### config.mk
export PLATFORM = sky130hd
export DESIGN_NAME = ntmt_top
export DESIGN_NICKNAME = d
export VERILOG_FILES = /design/src/verilog/ntmt_pkg.sv /design/src/verilog/ntmt_top.sv
export VERILOG_INCLUDE_DIRS = /design/src /design/src/verilog
export SDC_FILE = /design/constraint.sdc
export NUM_CORES = 1
export LEC_CHECK = 0
export BUFFER_PORTS_ARGS = -buffer_cell sky130_fd_sc_hd__buf_4
export CAP_MARGIN = 25
export CORE_UTILIZATION = 41
export DETAILED_ROUTE_END_ITERATION = 7
export MAX_ROUTING_LAYER = met4
export PLACE_DENSITY_LB_ADDON = 0.05
export SETUP_SLACK_MARGIN = 0.02
export SYNTH_ARGS = -nofsm -noshare
export SYNTH_HDL_FRONTEND = slang
export SYNTH_SLANG_ARGS = --single-unit
### constraint.sdc
create_clock -name clk_i -period 9.7 [get_ports clk_i]
set_input_delay 1.94 -clock clk_i [delete_from_list [all_inputs] [get_ports clk_i]]
set_output_delay 1.94 -clock clk_i [all_outputs]
set_load 0.005 [all_outputs]
### src/verilog/ntmt_consts.svh
`ifndef NTMT_CONSTS_SVH
`define NTMT_CONSTS_SVH
// test-mode pin codes
`define NTMT_CODE_INPUT_TREE 4'h3
`define NTMT_CODE_BIDI_TREE  4'h4
// timing figures and derived counts
`define NTMT_CLK_MHZ         200
`define NTMT_REF_MHZ         30
`define NTMT_I2C_PHASE_NS    5066
`define NTMT_I2C_PHASE_CYC   (((`NTMT_I2C_PHASE_NS * `NTMT_CLK_MHZ) + 999) / 1000)
`define NTMT_REF_DIV_CYC     ((`NTMT_CLK_MHZ + `NTMT_REF_MHZ - 1) / `NTMT_REF_MHZ)
`define NTMT_RESET_HOLD_US   1000
// widths
`define NTMT_GPIO_W          10
`define NTMT_DD_W            16
`define NTMT_OUT_W           15
`define NTMT_IN_W            12
`endif

### src/verilog/ntmt_pkg.sv
package ntmt_pkg;
  typedef enum logic [1:0] {
    NTMT_MODE_NORMAL,
    NTMT_MODE_INPUT_TREE,
    NTMT_MODE_BIDI_TREE
  } ntmt_mode_t;
  typedef enum {
    NTMT_I2C_IDLE,
    NTMT_I2C_START,
    NTMT_I2C_LOW,
    NTMT_I2C_HIGH,
    NTMT_I2C_STOP
  } ntmt_i2c_st_t;
endpackage

### src/verilog/ntmt_top.sv
`timescale 1ns/100ps
`include "ntmt_consts.svh"
module ntmt_top
  import ntmt_pkg::*;
#(
  parameter int GPIO_W = `NTMT_GPIO_W,
  parameter int DD_W   = `NTMT_DD_W
) (
  // clock and reset
  input  wire logic              clk_i,
  input  wire logic              nrst_i,
  // test mode pins
  input  wire logic [3:0]        test_mode_i,
  // two-way pins (oe low while driving)
  input  wire logic [GPIO_W-1:0] gpio_i,
  output logic      [GPIO_W-1:0] gpio_o,
  output logic      [GPIO_W-1:0] gpio_oe_n_o,
  input  wire logic [DD_W-1:0]   dd_i,
  output logic      [DD_W-1:0]   dd_o,
  output logic      [DD_W-1:0]   dd_oe_n_o,
  // plain inputs
  input  wire logic              drive_port_enable_i,
  input  wire logic              drive_power_good_i,
  input  wire logic              disk_present_ready_i,
  input  wire logic              chain_in_i,
  // functional output values
  input  wire logic [1:0]        func_led_i,
  input  wire logic              func_power_sel_i,
  input  wire logic              func_drive_reset_i,
  input  wire logic [1:0]        func_strobe_i,
  input  wire logic              func_dmack_i,
  input  wire logic [1:0]        func_cs_i,
  input  wire logic [2:0]        func_addr_i,
  input  wire logic              func_low_power_i,
  // vendor request port
  input  wire logic              load_test_outputs_request_i,
  input  wire logic              test_mode_enable_i,
  input  wire logic [15:0]       test_out_data_i,
  input  wire logic              read_test_inputs_request_i,
  output logic      [15:0]       test_in_data_o,
  output logic                   test_in_valid_o,
  // serial memory master
  input  wire logic              i2c_go_i,
  output logic                   i2c_scl_o,
  output logic                   i2c_busy_o,
  // pio mode select
  input  wire logic [2:0]        drive_pio_mode_i,
  input  wire logic              drive_pio_valid_i,
  input  wire logic [2:0]        cfg_pio_mode_i,
  input  wire logic              cfg_pio_force_i,
  output logic      [2:0]        pio_mode_o,
  // output-only pins
  output logic      [1:0]        led_outputs_n_o,
  output logic                   high_power_select_n_o,
  output logic                   drive_reset_n_o,
  output logic      [1:0]        strobe_n_o,
  output logic                   dmack_n_o,
  output logic                   pullup_source_enable_o,
  output logic                   pulldown_sink_enable_o,
  output logic      [1:0]        cs_n_o,
  output logic      [2:0]        addr_o,
  output logic                   low_power_out_n_o,
  output logic                   tree_out_o
);

  // ----------------------------------------------------------------
  // reset release
  // ----------------------------------------------------------------
  // external reset width is the board's job; we only deglitch release
  logic [1:0] rst_sync_ff;
  logic       rst_n;
  always_ff @(posedge clk_i or negedge nrst_i) begin
    if (!nrst_i) begin
      rst_sync_ff <= 2'h0;
    end else begin
      rst_sync_ff <= {rst_sync_ff[0], 1'b1};
    end
  end
  assign rst_n = rst_sync_ff[1];

  // ----------------------------------------------------------------
  // mode decode and chain
  // ----------------------------------------------------------------
  logic bidi_mode;
  logic in_mode;
  assign bidi_mode = (test_mode_i == `NTMT_CODE_BIDI_TREE);
  assign in_mode   = (test_mode_i == `NTMT_CODE_INPUT_TREE);

  // chain order: gpio 0..9 then dd 15,0,14,1,...,8,7
  localparam int CH_N = GPIO_W + DD_W;
  logic [CH_N-1:0] chain_vec;
  logic [CH_N:0]   nand_stage;
  genvar g;
  generate
    for (g = 0; g < GPIO_W; g++) begin : g_gpio
      assign chain_vec[g] = gpio_i[g];
    end
    for (g = 0; g < DD_W; g++) begin : g_dd
      if (g % 2 == 0) begin : g_hi
        assign chain_vec[GPIO_W+g] = dd_i[DD_W-1-g/2];
      end else begin : g_lo
        assign chain_vec[GPIO_W+g] = dd_i[g/2];
      end
    end
    // nand ladder: each stage is forced high when its input drops, else passes the stage before
    assign nand_stage[0] = 1'b0;
    for (g = 0; g < CH_N; g++) begin : g_nand
      assign nand_stage[g+1] = ~(chain_vec[g] & ~nand_stage[g]);
    end
  endgenerate
  // all ones gives 1; purely combinational to pads
  logic bidi_res;
  assign bidi_res = ~nand_stage[CH_N];

  // ----------------------------------------------------------------
  // input synchronisers and sampling
  // ----------------------------------------------------------------
  logic [`NTMT_IN_W-1:0] in_raw;
  logic [`NTMT_IN_W-1:0] in_s1_ff;
  logic [`NTMT_IN_W-1:0] in_s2_ff;
  assign in_raw = {chain_in_i, disk_present_ready_i, drive_power_good_i,
                   drive_port_enable_i, gpio_i[7:0]};
  always_ff @(posedge clk_i or negedge rst_n) begin
    if (!rst_n) begin
      in_s1_ff <= '0;
      in_s2_ff <= '0;
    end else begin
      in_s1_ff <= in_raw;
      in_s2_ff <= in_s1_ff;
    end
  end
  logic en_s;
  logic pgood_s;
  logic ready_s;
  assign en_s    = in_s2_ff[8];
  assign pgood_s = in_s2_ff[9];
  assign ready_s = in_s2_ff[10];

  // ----------------------------------------------------------------
  // manufacturing test state
  // ----------------------------------------------------------------
  logic        mfg_ff;
  logic        nxt_mfg;
  logic [15:0] mfg_val_ff;
  logic [15:0] nxt_mfg_val;
  logic [15:0] tin_ff;
  logic [15:0] nxt_tin;
  logic        tvld_ff;
  logic        nxt_tvld;
  always_comb begin
    nxt_mfg     = mfg_ff;
    nxt_mfg_val = mfg_val_ff;
    nxt_tin     = tin_ff;
    nxt_tvld    = 1'b0;
    if (load_test_outputs_request_i) begin
      nxt_mfg     = test_mode_enable_i;
      nxt_mfg_val = test_out_data_i;
    end
    if (read_test_inputs_request_i) begin
      nxt_tin  = {4'h0, in_s2_ff};
      nxt_tvld = 1'b1;
    end
  end
  always_ff @(posedge clk_i or negedge rst_n) begin
    if (!rst_n) begin
      mfg_ff     <= 1'b0;
      mfg_val_ff <= 16'hffff;
      tin_ff     <= 16'h0000;
      tvld_ff    <= 1'b0;
    end else begin
      mfg_ff     <= nxt_mfg;
      mfg_val_ff <= nxt_mfg_val;
      tin_ff     <= nxt_tin;
      tvld_ff    <= nxt_tvld;
    end
  end
  assign test_in_data_o  = tin_ff;
  assign test_in_valid_o = tvld_ff;

  // ----------------------------------------------------------------
  // serial memory clock timing
  // ----------------------------------------------------------------
  // phase count from the ns figure at our clock rate, rounded up
  localparam int PH = `NTMT_I2C_PHASE_CYC;
  localparam int PW = $clog2(PH + 1);
  localparam int BITS = 9;
  ntmt_i2c_st_t i2c_st_ff;
  ntmt_i2c_st_t nxt_i2c_st;
  logic [PW-1:0] ph_ff;
  logic [PW-1:0] nxt_ph;
  logic [3:0]    bit_ff;
  logic [3:0]    nxt_bit;
  logic          scl_ff;
  logic          nxt_scl;
  always_comb begin
    nxt_i2c_st = i2c_st_ff;
    nxt_ph     = ph_ff;
    nxt_bit    = bit_ff;
    nxt_scl    = scl_ff;
    if (ph_ff != '0) begin
      nxt_ph = ph_ff - 1'b1;
    end else begin
      case (i2c_st_ff)
        NTMT_I2C_IDLE: begin
          if (i2c_go_i) begin
            nxt_i2c_st = NTMT_I2C_START; // start hold
            nxt_ph     = PW'(PH - 1);
            nxt_bit    = 4'h0;
          end
        end
        NTMT_I2C_START: begin
          nxt_i2c_st = NTMT_I2C_LOW;
          nxt_scl    = 1'b0;
          nxt_ph     = PW'(PH - 1);
        end
        NTMT_I2C_LOW: begin
          nxt_i2c_st = NTMT_I2C_HIGH;
          nxt_scl    = 1'b1;
          nxt_ph     = PW'(PH - 1);
        end
        NTMT_I2C_HIGH: begin
          nxt_ph = PW'(PH - 1);
          if (bit_ff == 4'(BITS - 1)) begin
            nxt_i2c_st = NTMT_I2C_STOP; // bus free time
          end else begin
            nxt_i2c_st = NTMT_I2C_LOW;
            nxt_scl    = 1'b0;
            nxt_bit    = bit_ff + 1'b1;
          end
        end
        NTMT_I2C_STOP: begin
          nxt_i2c_st = NTMT_I2C_IDLE;
        end
        default: begin
          nxt_i2c_st = NTMT_I2C_IDLE;
          nxt_scl    = 1'b1;
        end
      endcase
    end
  end
  always_ff @(posedge clk_i or negedge rst_n) begin
    if (!rst_n) begin
      i2c_st_ff <= NTMT_I2C_IDLE;
      ph_ff     <= '0;
      bit_ff    <= 4'h0;
      scl_ff    <= 1'b1;
    end else begin
      i2c_st_ff <= nxt_i2c_st;
      ph_ff     <= nxt_ph;
      bit_ff    <= nxt_bit;
      scl_ff    <= nxt_scl;
    end
  end

  // ----------------------------------------------------------------
  // output pins
  // ----------------------------------------------------------------
  // functional path is registered; tree path bypasses flops on purpose
  logic [`NTMT_OUT_W-1:0] out_ff;
  logic [`NTMT_OUT_W-1:0] nxt_out;
  logic [2:0]             pio_ff;
  logic [2:0]             nxt_pio;
  logic                   busy_ff;
  always_comb begin
    // order: led1..0, pwr, rst, strobe1..0, dmack, pu, pd, cs1..0, addr2..0, lowpwr
    nxt_out = {func_led_i, func_power_sel_i, func_drive_reset_i, func_strobe_i,
               func_dmack_i, en_s & pgood_s & ready_s,
               ~(en_s & pgood_s & ready_s), func_cs_i, func_addr_i,
               func_low_power_i};
    if (mfg_ff) begin
      nxt_out = mfg_val_ff[`NTMT_OUT_W-1:0];
    end
    nxt_pio = (cfg_pio_force_i || !drive_pio_valid_i) ? cfg_pio_mode_i
                                                       : drive_pio_mode_i;
  end
  always_ff @(posedge clk_i or negedge rst_n) begin
    if (!rst_n) begin
      out_ff  <= {`NTMT_OUT_W{1'b1}};
      pio_ff  <= 3'h0;
      busy_ff <= 1'b0;
    end else begin
      out_ff  <= nxt_out;
      pio_ff  <= nxt_pio;
      busy_ff <= (nxt_i2c_st != NTMT_I2C_IDLE);
    end
  end
  assign pio_mode_o = pio_ff;
  assign i2c_busy_o = busy_ff;
  assign tree_out_o = bidi_res;

  logic [`NTMT_OUT_W-1:0] pin_v;
  assign pin_v = bidi_mode ? {`NTMT_OUT_W{bidi_res}} : out_ff;
  assign {led_outputs_n_o, high_power_select_n_o, drive_reset_n_o, strobe_n_o,
          dmack_n_o, pullup_source_enable_o, pulldown_sink_enable_o, cs_n_o,
          addr_o, low_power_out_n_o} = pin_v;
  assign i2c_scl_o = bidi_mode ? bidi_res : scl_ff;

  // two-way pins: released in bidi tree; in input tree gpio drive 0 and dd stay released
  assign gpio_o      = {GPIO_W{1'b0}};
  assign gpio_oe_n_o = {GPIO_W{~in_mode}};
  assign dd_o        = {DD_W{1'b0}};
  assign dd_oe_n_o   = {DD_W{1'b1}};

  // ----------------------------------------------------------------
  // checks
  // ----------------------------------------------------------------
  // pull condition as one net so the checks sample a plain signal
  logic pull_on;
  assign pull_on = en_s & pgood_s & ready_s;
  chk_bidi_pins_out: assert property (@(posedge clk_i) disable iff (!rst_n)
    bidi_mode |-> (addr_o == {3{bidi_res}}) && (cs_n_o == {2{bidi_res}}))
    else $error("output pins do not follow tree result");
  chk_bidi_released: assert property (@(posedge clk_i) disable iff (!rst_n)
    bidi_mode |-> (&gpio_oe_n_o) && (&dd_oe_n_o))
    else $error("two-way pin driven in bidi tree");
  chk_all_ones_one: assert property (@(posedge clk_i) disable iff (!rst_n)
    (&chain_vec) |-> bidi_res)
    else $error("all-ones chain not one");
  chk_first_low_flip: assert property (@(posedge clk_i) disable iff (!rst_n)
    (chain_vec == {{(CH_N-1){1'b1}}, 1'b0}) |-> !bidi_res)
    else $error("first input low did not toggle");
  chk_step_toggle: assert property (@(posedge clk_i) disable iff (!rst_n)
    ($past(chain_vec) != chain_vec) && ($countones($past(chain_vec) ^ chain_vec) == 1)
    && ($past(bidi_mode) && bidi_mode) |-> ($past(bidi_res) != bidi_res))
    else $error("single input change did not toggle");
  chk_mfg_out_load: assert property (@(posedge clk_i) disable iff (!rst_n)
    (load_test_outputs_request_i && test_mode_enable_i && !bidi_mode)
    ##1 !bidi_mode |-> ##1 (pin_v == $past(test_out_data_i[`NTMT_OUT_W-1:0], 2)))
    else $error("test output values not applied");
  chk_mfg_hold: assert property (@(posedge clk_i) disable iff (!rst_n)
    mfg_ff && $stable(mfg_val_ff) && !load_test_outputs_request_i
    |=> (out_ff == $past(mfg_val_ff[`NTMT_OUT_W-1:0])))
    else $error("functional logic reached pins in test mode");
  chk_read_sample: assert property (@(posedge clk_i) disable iff (!rst_n)
    read_test_inputs_request_i |=> test_in_valid_o
    && (test_in_data_o[11:0] == $past(in_s2_ff)))
    else $error("input sample not returned");
  chk_scl_phase: assert property (@(posedge clk_i) disable iff (!rst_n)
    $rose(scl_ff) |-> scl_ff [*8])
    else $error("serial clock high phase too short");
  // tree mode owns the pins, so the pull check stands aside there
  chk_pull_enable: assert property (@(posedge clk_i) disable iff (!rst_n)
    !mfg_ff && !bidi_mode && !$past(load_test_outputs_request_i)
    |=> bidi_mode || ((pullup_source_enable_o == $past(pull_on))
    && (pulldown_sink_enable_o == !$past(pull_on))))
    else $error("pull enable mismatch");

endmodule

Yosys cells after proc, flatten, opt, wreduce, memory -nomap -nowiden
Cells that the tools add are included.
{"block": "totals", "out_inout_bits": 90, "regBits": 121, "wordCells": 86}
{"block": "classes", "addsub": 2, "bitwise_logic": 31, "eq_ne": 10, "n_reduce_logical": 12, "mux": 17}
{"cell": "32-bit one-hot mux with 4 select lines", "n": 1}
{"cell": "32-bit by 2-bit equality test with 1-bit output, second input constant", "n": 2}
{"cell": "32-bit two-way mux", "n": 2}
{"cell": "32-bit by 1-bit equality test with 1-bit output, second input constant", "n": 1}
{"cell": "32-bit by 3-bit equality test with 1-bit output, second input constant", "n": 1}
{"cell": "32-bit logical NOT", "n": 1}
{"cell": "32-bit nonzero test", "n": 1}
{"cell": "15-bit two-way mux", "n": 2}
{"cell": "1-bit AND", "n": 27}
{"cell": "10-bit two-way mux", "n": 2}
{"cell": "10-bit one-hot mux with 2 select lines", "n": 1}
{"cell": "10-bit nonzero test", "n": 1}
{"cell": "10-bit by 1-bit subtractor with 10-bit output, second input constant", "n": 1}
{"cell": "4-bit two-way mux", "n": 2}
{"cell": "4-bit one-hot mux with 2 select lines", "n": 1}
{"cell": "3-bit two-way mux", "n": 2}
{"cell": "4-bit by 1-bit adder with 4-bit output, second input constant", "n": 1}
{"cell": "4-bit by 2-bit equality test with 1-bit output, second input constant", "n": 1}
{"cell": "4-bit by 3-bit equality test with 1-bit output, second input constant", "n": 1}
{"cell": "4-bit equality test, second input constant", "n": 1}
{"cell": "2-bit != test, second input constant", "n": 2}
{"cell": "1-bit inverter", "n": 4}
{"cell": "4-bit AND reduction", "n": 1}
{"cell": "1-bit two-way mux", "n": 3}
{"cell": "10 further kinds", "n": 10}

Logic depth before layout (Yosys ltp)
{"block": "logic_depth", "depth_word": 26, "ltp_mapped": 8}

Worst setup path before layout
OpenSTA, ideal clock, no wires.
{"block": "synth_timing", "kind": "input port to output port", "from": "input port test_mode_i[0]", "to": "output port addr_o[0]", "t_arrival_ps": 3126, "path_stages": 4, "setup_slack_ps": 4634, "cell_sequence": "nor4b_1 -> nand2_1 -> clkbuf_1 -> o21ai_0"}
{"block": "synth_via", "elab_chain_len": 2}
{"item": "from (decl)", "line": "ntmt_top.sv:13", "rtl": "input wire logic [3:0] test_mode_i,"}
{"item": "4-bit by 3-bit equality test with 1-bit output (no source line)"}
{"item": "15-bit two-way mux", "line": "ntmt_top.sv:292", "rtl": "assign pin_v = bidi_mode ? {`NTMT_OUT_W{bidi_res}} : out_ff;"}
{"item": "to (decl)", "line": "ntmt_top.sv:61", "rtl": "output logic [2:0] addr_o,"}
No other way between the ends.

Final worst setup path
{"block": "layout_timing", "from": "input port dd_i[0]", "to": "output port cs_n_o[1]"}
{"block": "layout_via", "elab_chain_len": 16}
{"item": "from (decl)", "line": "ntmt_top.sv:18", "rtl": "input wire logic [DD_W-1:0] dd_i,"}
{"item": "1-bit AND (15 in series)", "line": "ntmt_top.sv:108", "rtl": "assign nand_stage[g+1] = ~(chain_vec[g] & ~nand_stage[g]);"}
{"item": "15-bit two-way mux", "line": "ntmt_top.sv:292"}
{"item": "to (decl)", "line": "ntmt_top.sv:60", "rtl": "output logic [1:0] cs_n_o,"}
No other way between the ends.

==> results.txt <==
----------------------------------------------------
[Clock network]
  Clock tree sinks ... 121
  CTS max path bufs ... 2
  Total CTS buffers ... 17
  Hold_buf cts ... 0
  Postcts setup bufs ... 0
  Clock root buffer master ... sky130_fd_sc_hd__clkbuf_16
  Number of H-tree branching levels ... 4
  CTS clock-pin slew for the worst setup and hold paths ... 50 ps
  Latest clock arrival within the worst-skew pair ... 410 ps
  Clock tree from TritonCTS ... yes
  Number of cells upsized or downsized after cts ... 0

[Run status]
  Run status ... complete, no violations

[Setup path]
  Flop-to-flop setup slack ... 6880 ps
  Type of the worst setup path ... in2out
  Worst Reg2Reg Path Length in Cells ... 4
  Startpoint type of the worst setup path ... input pin
  R2R Path End ... i2c_st_ff[26]
  Kind of end point of the critical path ... output port
  Largest fanout of any net on the critical path ... 16
  Launch point of the worst path ... dd_i[0]
  Beginning of the worst register-to-register path ... ph_ff[3]
  Required time worst endpoint ... 7760 ps
  Data arrival time of the worst path ... 3610 ps

[Synth]
  FF+latch count, synth ... 121
  Portion of synthesized cell area occupied by the leading cell type ... 0.441
  Yosys warning count ... 0
  Distinct cell type count after synthesis ... 45
  Share of synthesized area occupied by flip-flops and latches ... 0.601
  Most common flop cell mapped by yosys ... sky130_fd_sc_hd__dfrtp_1
  Largest cells by area after synthesis ... sky130_fd_sc_hd__dfrtp_1, sky130_fd_sc_hd__dfstp_2, sky130_fd_sc_hd__mux2_2
  Async set or reset register ratio after synthesis ... 1.00
  Number of enable flip-flop cells after synthesis ... 0
  Most frequently used cell type in the post-synthesis netlist ... sky130_fd_sc_hd__dfrtp_1
  Top post-synthesis cells by count ... sky130_fd_sc_hd__dfrtp_1, sky130_fd_sc_hd__buf_4, sky130_fd_sc_hd__mux2_2
  Synth area leader ... sky130_fd_sc_hd__dfrtp_1
  Post-Synthesis Cells ... 417
  Synth Cell Area ... 5100 um2
  Per-instance average area after synthesis ... 12.2 um2

[STA]
  Sum of negative setup slack ... 0 ps
  Worst relative slew slack ... 0.327
  Count of final setup violators ... 0
  Highest clock rate ... 180 MHz
  Count of final hold-check violations ... 0
  Period utilisation layout ... 0.572
  Max-slew violation total from the final report ... 0
  Min Tclk post-route ... 5550 ps
  Measured slew at the worst slew-check pin ... 1010 ps
  Post-Route Skew ... 7.41 ps
  Unrepaired setup endpoints after global routing ... no

[Route]
  Initial detailed-routing violation count ... 123
  Residual DRC ... 0
  Routed via count divided by cell count ... 4.55
  Remaining antenna violation count ... 0
  Number of vias in the routed layout ... 3250
  DRT Wirelength ... 9.48 mm
  First-pass detailed-route iteration total ... 4
  Average wire per standard cell ... 13.3 um

[Cells and area]
  # fillers ... 1050
  Post-synthesis to final-layout area growth ... 28.0%
  Total area of sequential cells ... 3070 um2
  Finished layout cell area ... 6540 um2
  Multi-input logic area ... 1660 um2
  Share of final-layout standard cells stronger than drive strength 1 ... 0.427
  Antenna Cells ... 0
  Final net count ... 613

[Global routing]
  Aggregate global-route resource usage ... 0.167
  Vias in the first global route ... 3073
  Initial antenna violation count ... 0
  Gr ovfl total ... 0
  Global-route wire length before repair ... 15.8 mm
  Pin count of the biggest net entering global routing ... 69

[Floorplanning]
  Die X ... 114 um
  Die footprint ... 12900 um2
  Area of the core region ... 12100 um2
  Die Y ... 114 um
  Number of cell rows ... 40
  Effective utilization at floorplan ... 0.423
  Count of boundary I/O pins ... 167

[Power and ir drop]
  Max VDD drop ... 0.126 mV
  Static Leak ... 3.10 nW
  Power density over the cells ... 198 nW/um2

[Placement]
  Dpl hpwl ... 6.43 mm
  Total of buffers placed on input and output ports ... 119
  Area post-placement ... 5920 um2
  Placer congestion estimate ... 0.809

[Hold path]
  Endpoint with the worst hold slack ... in_s2_ff[0]
  Hold WC Path Type ... reg2reg
  Cells on Worst Hold Path ... 0
  Worst Min Path Start ... in_s1_ff[0]

[Job]
  Max Cap Viol ... 0

----------------------------------------------------
cell families (layout without fill, tap and decap cells):
family	count (synthesis)	count (layout)	synth area share
adder cells (fa/ha/maj)	3	3	0.00736
other	2	47	0.00147
flip-flops	121	121	0.601
AND/OR/NAND/NOR	103	103	0.120
AO/OA/AOI/OAI	51	51	0.0593
XOR/XNOR	2	2	0.00343
multiplexers	45	45	0.0988
buffers and inverters	90	174	0.109
report_power, final:
part,switching (mW),internal [mW],leakage (nW)
combinational,0.0356,0.0586,1.39
sequential,0.0155,0.541,1.43
clock,0.230,0.411,0.285
critical path: stages:
cell	delay, ps
sky130_fd_sc_hd__buf_4	70
sky130_fd_sc_hd__and4_1	190
sky130_fd_sc_hd__nand3_1	80
sky130_fd_sc_hd__nor4b_1	500
sky130_fd_sc_hd__nand2_1	460
sky130_fd_sc_hd__o21ai_0	220
sky130_fd_sc_hd__buf_4	140
final cells by class:
type,instances,share of cell area
sequential,121,0.470
multi-input combinational,251,0.253
clock buffer,18,0.0672
timing repair buffer,121,0.139
tap,168,0.0322
inverter,21,0.0121
clock inverter,14,0.0264
layer usage:
layer	wire length, um	GRT usage	vias to the layer above	part of all wire
met2	4430	0.247	110	0.47
met5	0	-	-	0
met4	189	0.0833	0	0.020
met1	4360	0.214	1570	0.46
li1	-	-	1555	-
met3	505	0.0414	15	0.053
stage by stage:
step | hold WS, ps | power [mW] | cells | setup WS (ps) | utilization
after floorplan | 331 | 0.617 | 462 | 4630 | -
after global placement | 332 | 0.660 | 682 | 4080 | 0.491
after detailed placement | 335 | 0.662 | 682 | 4030 | 0.491
after CTS | 347 | 1.31 | 714 | 4040 | 0.542
after global routing | 352 | 1.35 | 714 | 3840 | 0.542
final | 346 | 1.29 | 714 | 4150 | 0.542
flip-flops by register name, indices dropped and copies added, names as in the netlist:
signal	flops
pio_mode_o	3
bit_ff	4
test_in_data_o	12
rst_sync_ff	2
ph_ff	10
scl_ff	1
i2c_st_ff	32
out_ff	15
i2c_busy_o	1
mfg_ff	1
mfg_val_ff	15
in_s1_ff	12
in_s2_ff	12
test_in_valid_o	1
worst max path at each step:
| stage | slack [ps] | cells past startpoint | endpoint |
|---|---|---|---|
| finish | 4150 | 7 | cs_n_o[1] |
| global route | 3840 | 7 | i2c_scl_o |
| CTS | 4040 | 7 | high_power_select_n_o |
| detailed placement | 4030 | 7 | high_power_select_n_o |
| global placement | 4080 | 7 | cs_n_o[1] |
| floorplan | 4630 | 4 | addr_o[0] |
layout by cell type, fill, tap and decap left out, types with 2 or more instances in the layout:
| master | synthesis | routed |
|---|---|---|
| sky130_fd_sc_hd__buf_4 | 58 | 121 |
| sky130_fd_sc_hd__dfrtp_1 | 90 | 89 |
| sky130_fd_sc_hd__conb_1 | 2 | 47 |
| sky130_fd_sc_hd__mux2_2 | 43 | 43 |
| sky130_fd_sc_hd__dfstp_2 | 31 | 31 |
| sky130_fd_sc_hd__nor2b_1 | 27 | 27 |
| sky130_fd_sc_hd__o21ai_0 | 26 | 26 |
| sky130_fd_sc_hd__inv_1 | 21 | 21 |
| sky130_fd_sc_hd__clkbuf_16 | 0 | 17 |
| sky130_fd_sc_hd__nand2_1 | 13 | 13 |
| sky130_fd_sc_hd__nor3_1 | 12 | 12 |
| sky130_fd_sc_hd__nor2_1 | 10 | 10 |
| sky130_fd_sc_hd__nor4_1 | 8 | 8 |
| sky130_fd_sc_hd__a21oi_1 | 7 | 7 |
| sky130_fd_sc_hd__nand4_1 | 7 | 7 |
| sky130_fd_sc_hd__and2_1 | 6 | 6 |
| sky130_fd_sc_hd__nand3_1 | 5 | 5 |
| sky130_fd_sc_hd__clkinvlp_4 | 0 | 5 |
| sky130_fd_sc_hd__nand2b_1 | 3 | 3 |
| sky130_fd_sc_hd__ha_1 | 3 | 3 |
| sky130_fd_sc_hd__bufinv_16 | 0 | 3 |
| sky130_fd_sc_hd__clkinv_4 | 0 | 3 |
| sky130_fd_sc_hd__nand3b_1 | 2 | 2 |
| sky130_fd_sc_hd__o211ai_1 | 2 | 2 |
| sky130_fd_sc_hd__a21boi_0 | 2 | 2 |
| sky130_fd_sc_hd__a31oi_1 | 2 | 2 |
| sky130_fd_sc_hd__or3_1 | 2 | 2 |
| sky130_fd_sc_hd__o21bai_1 | 2 | 2 |
| sky130_fd_sc_hd__mux2i_1 | 2 | 2 |
| sky130_fd_sc_hd__xnor2_1 | 2 | 2 |
| sky130_fd_sc_hd__o2bb2ai_1 | 2 | 2 |
| sky130_fd_sc_hd__clkinv_2 | 0 | 2 |
(Power assumes the default switching activity.)
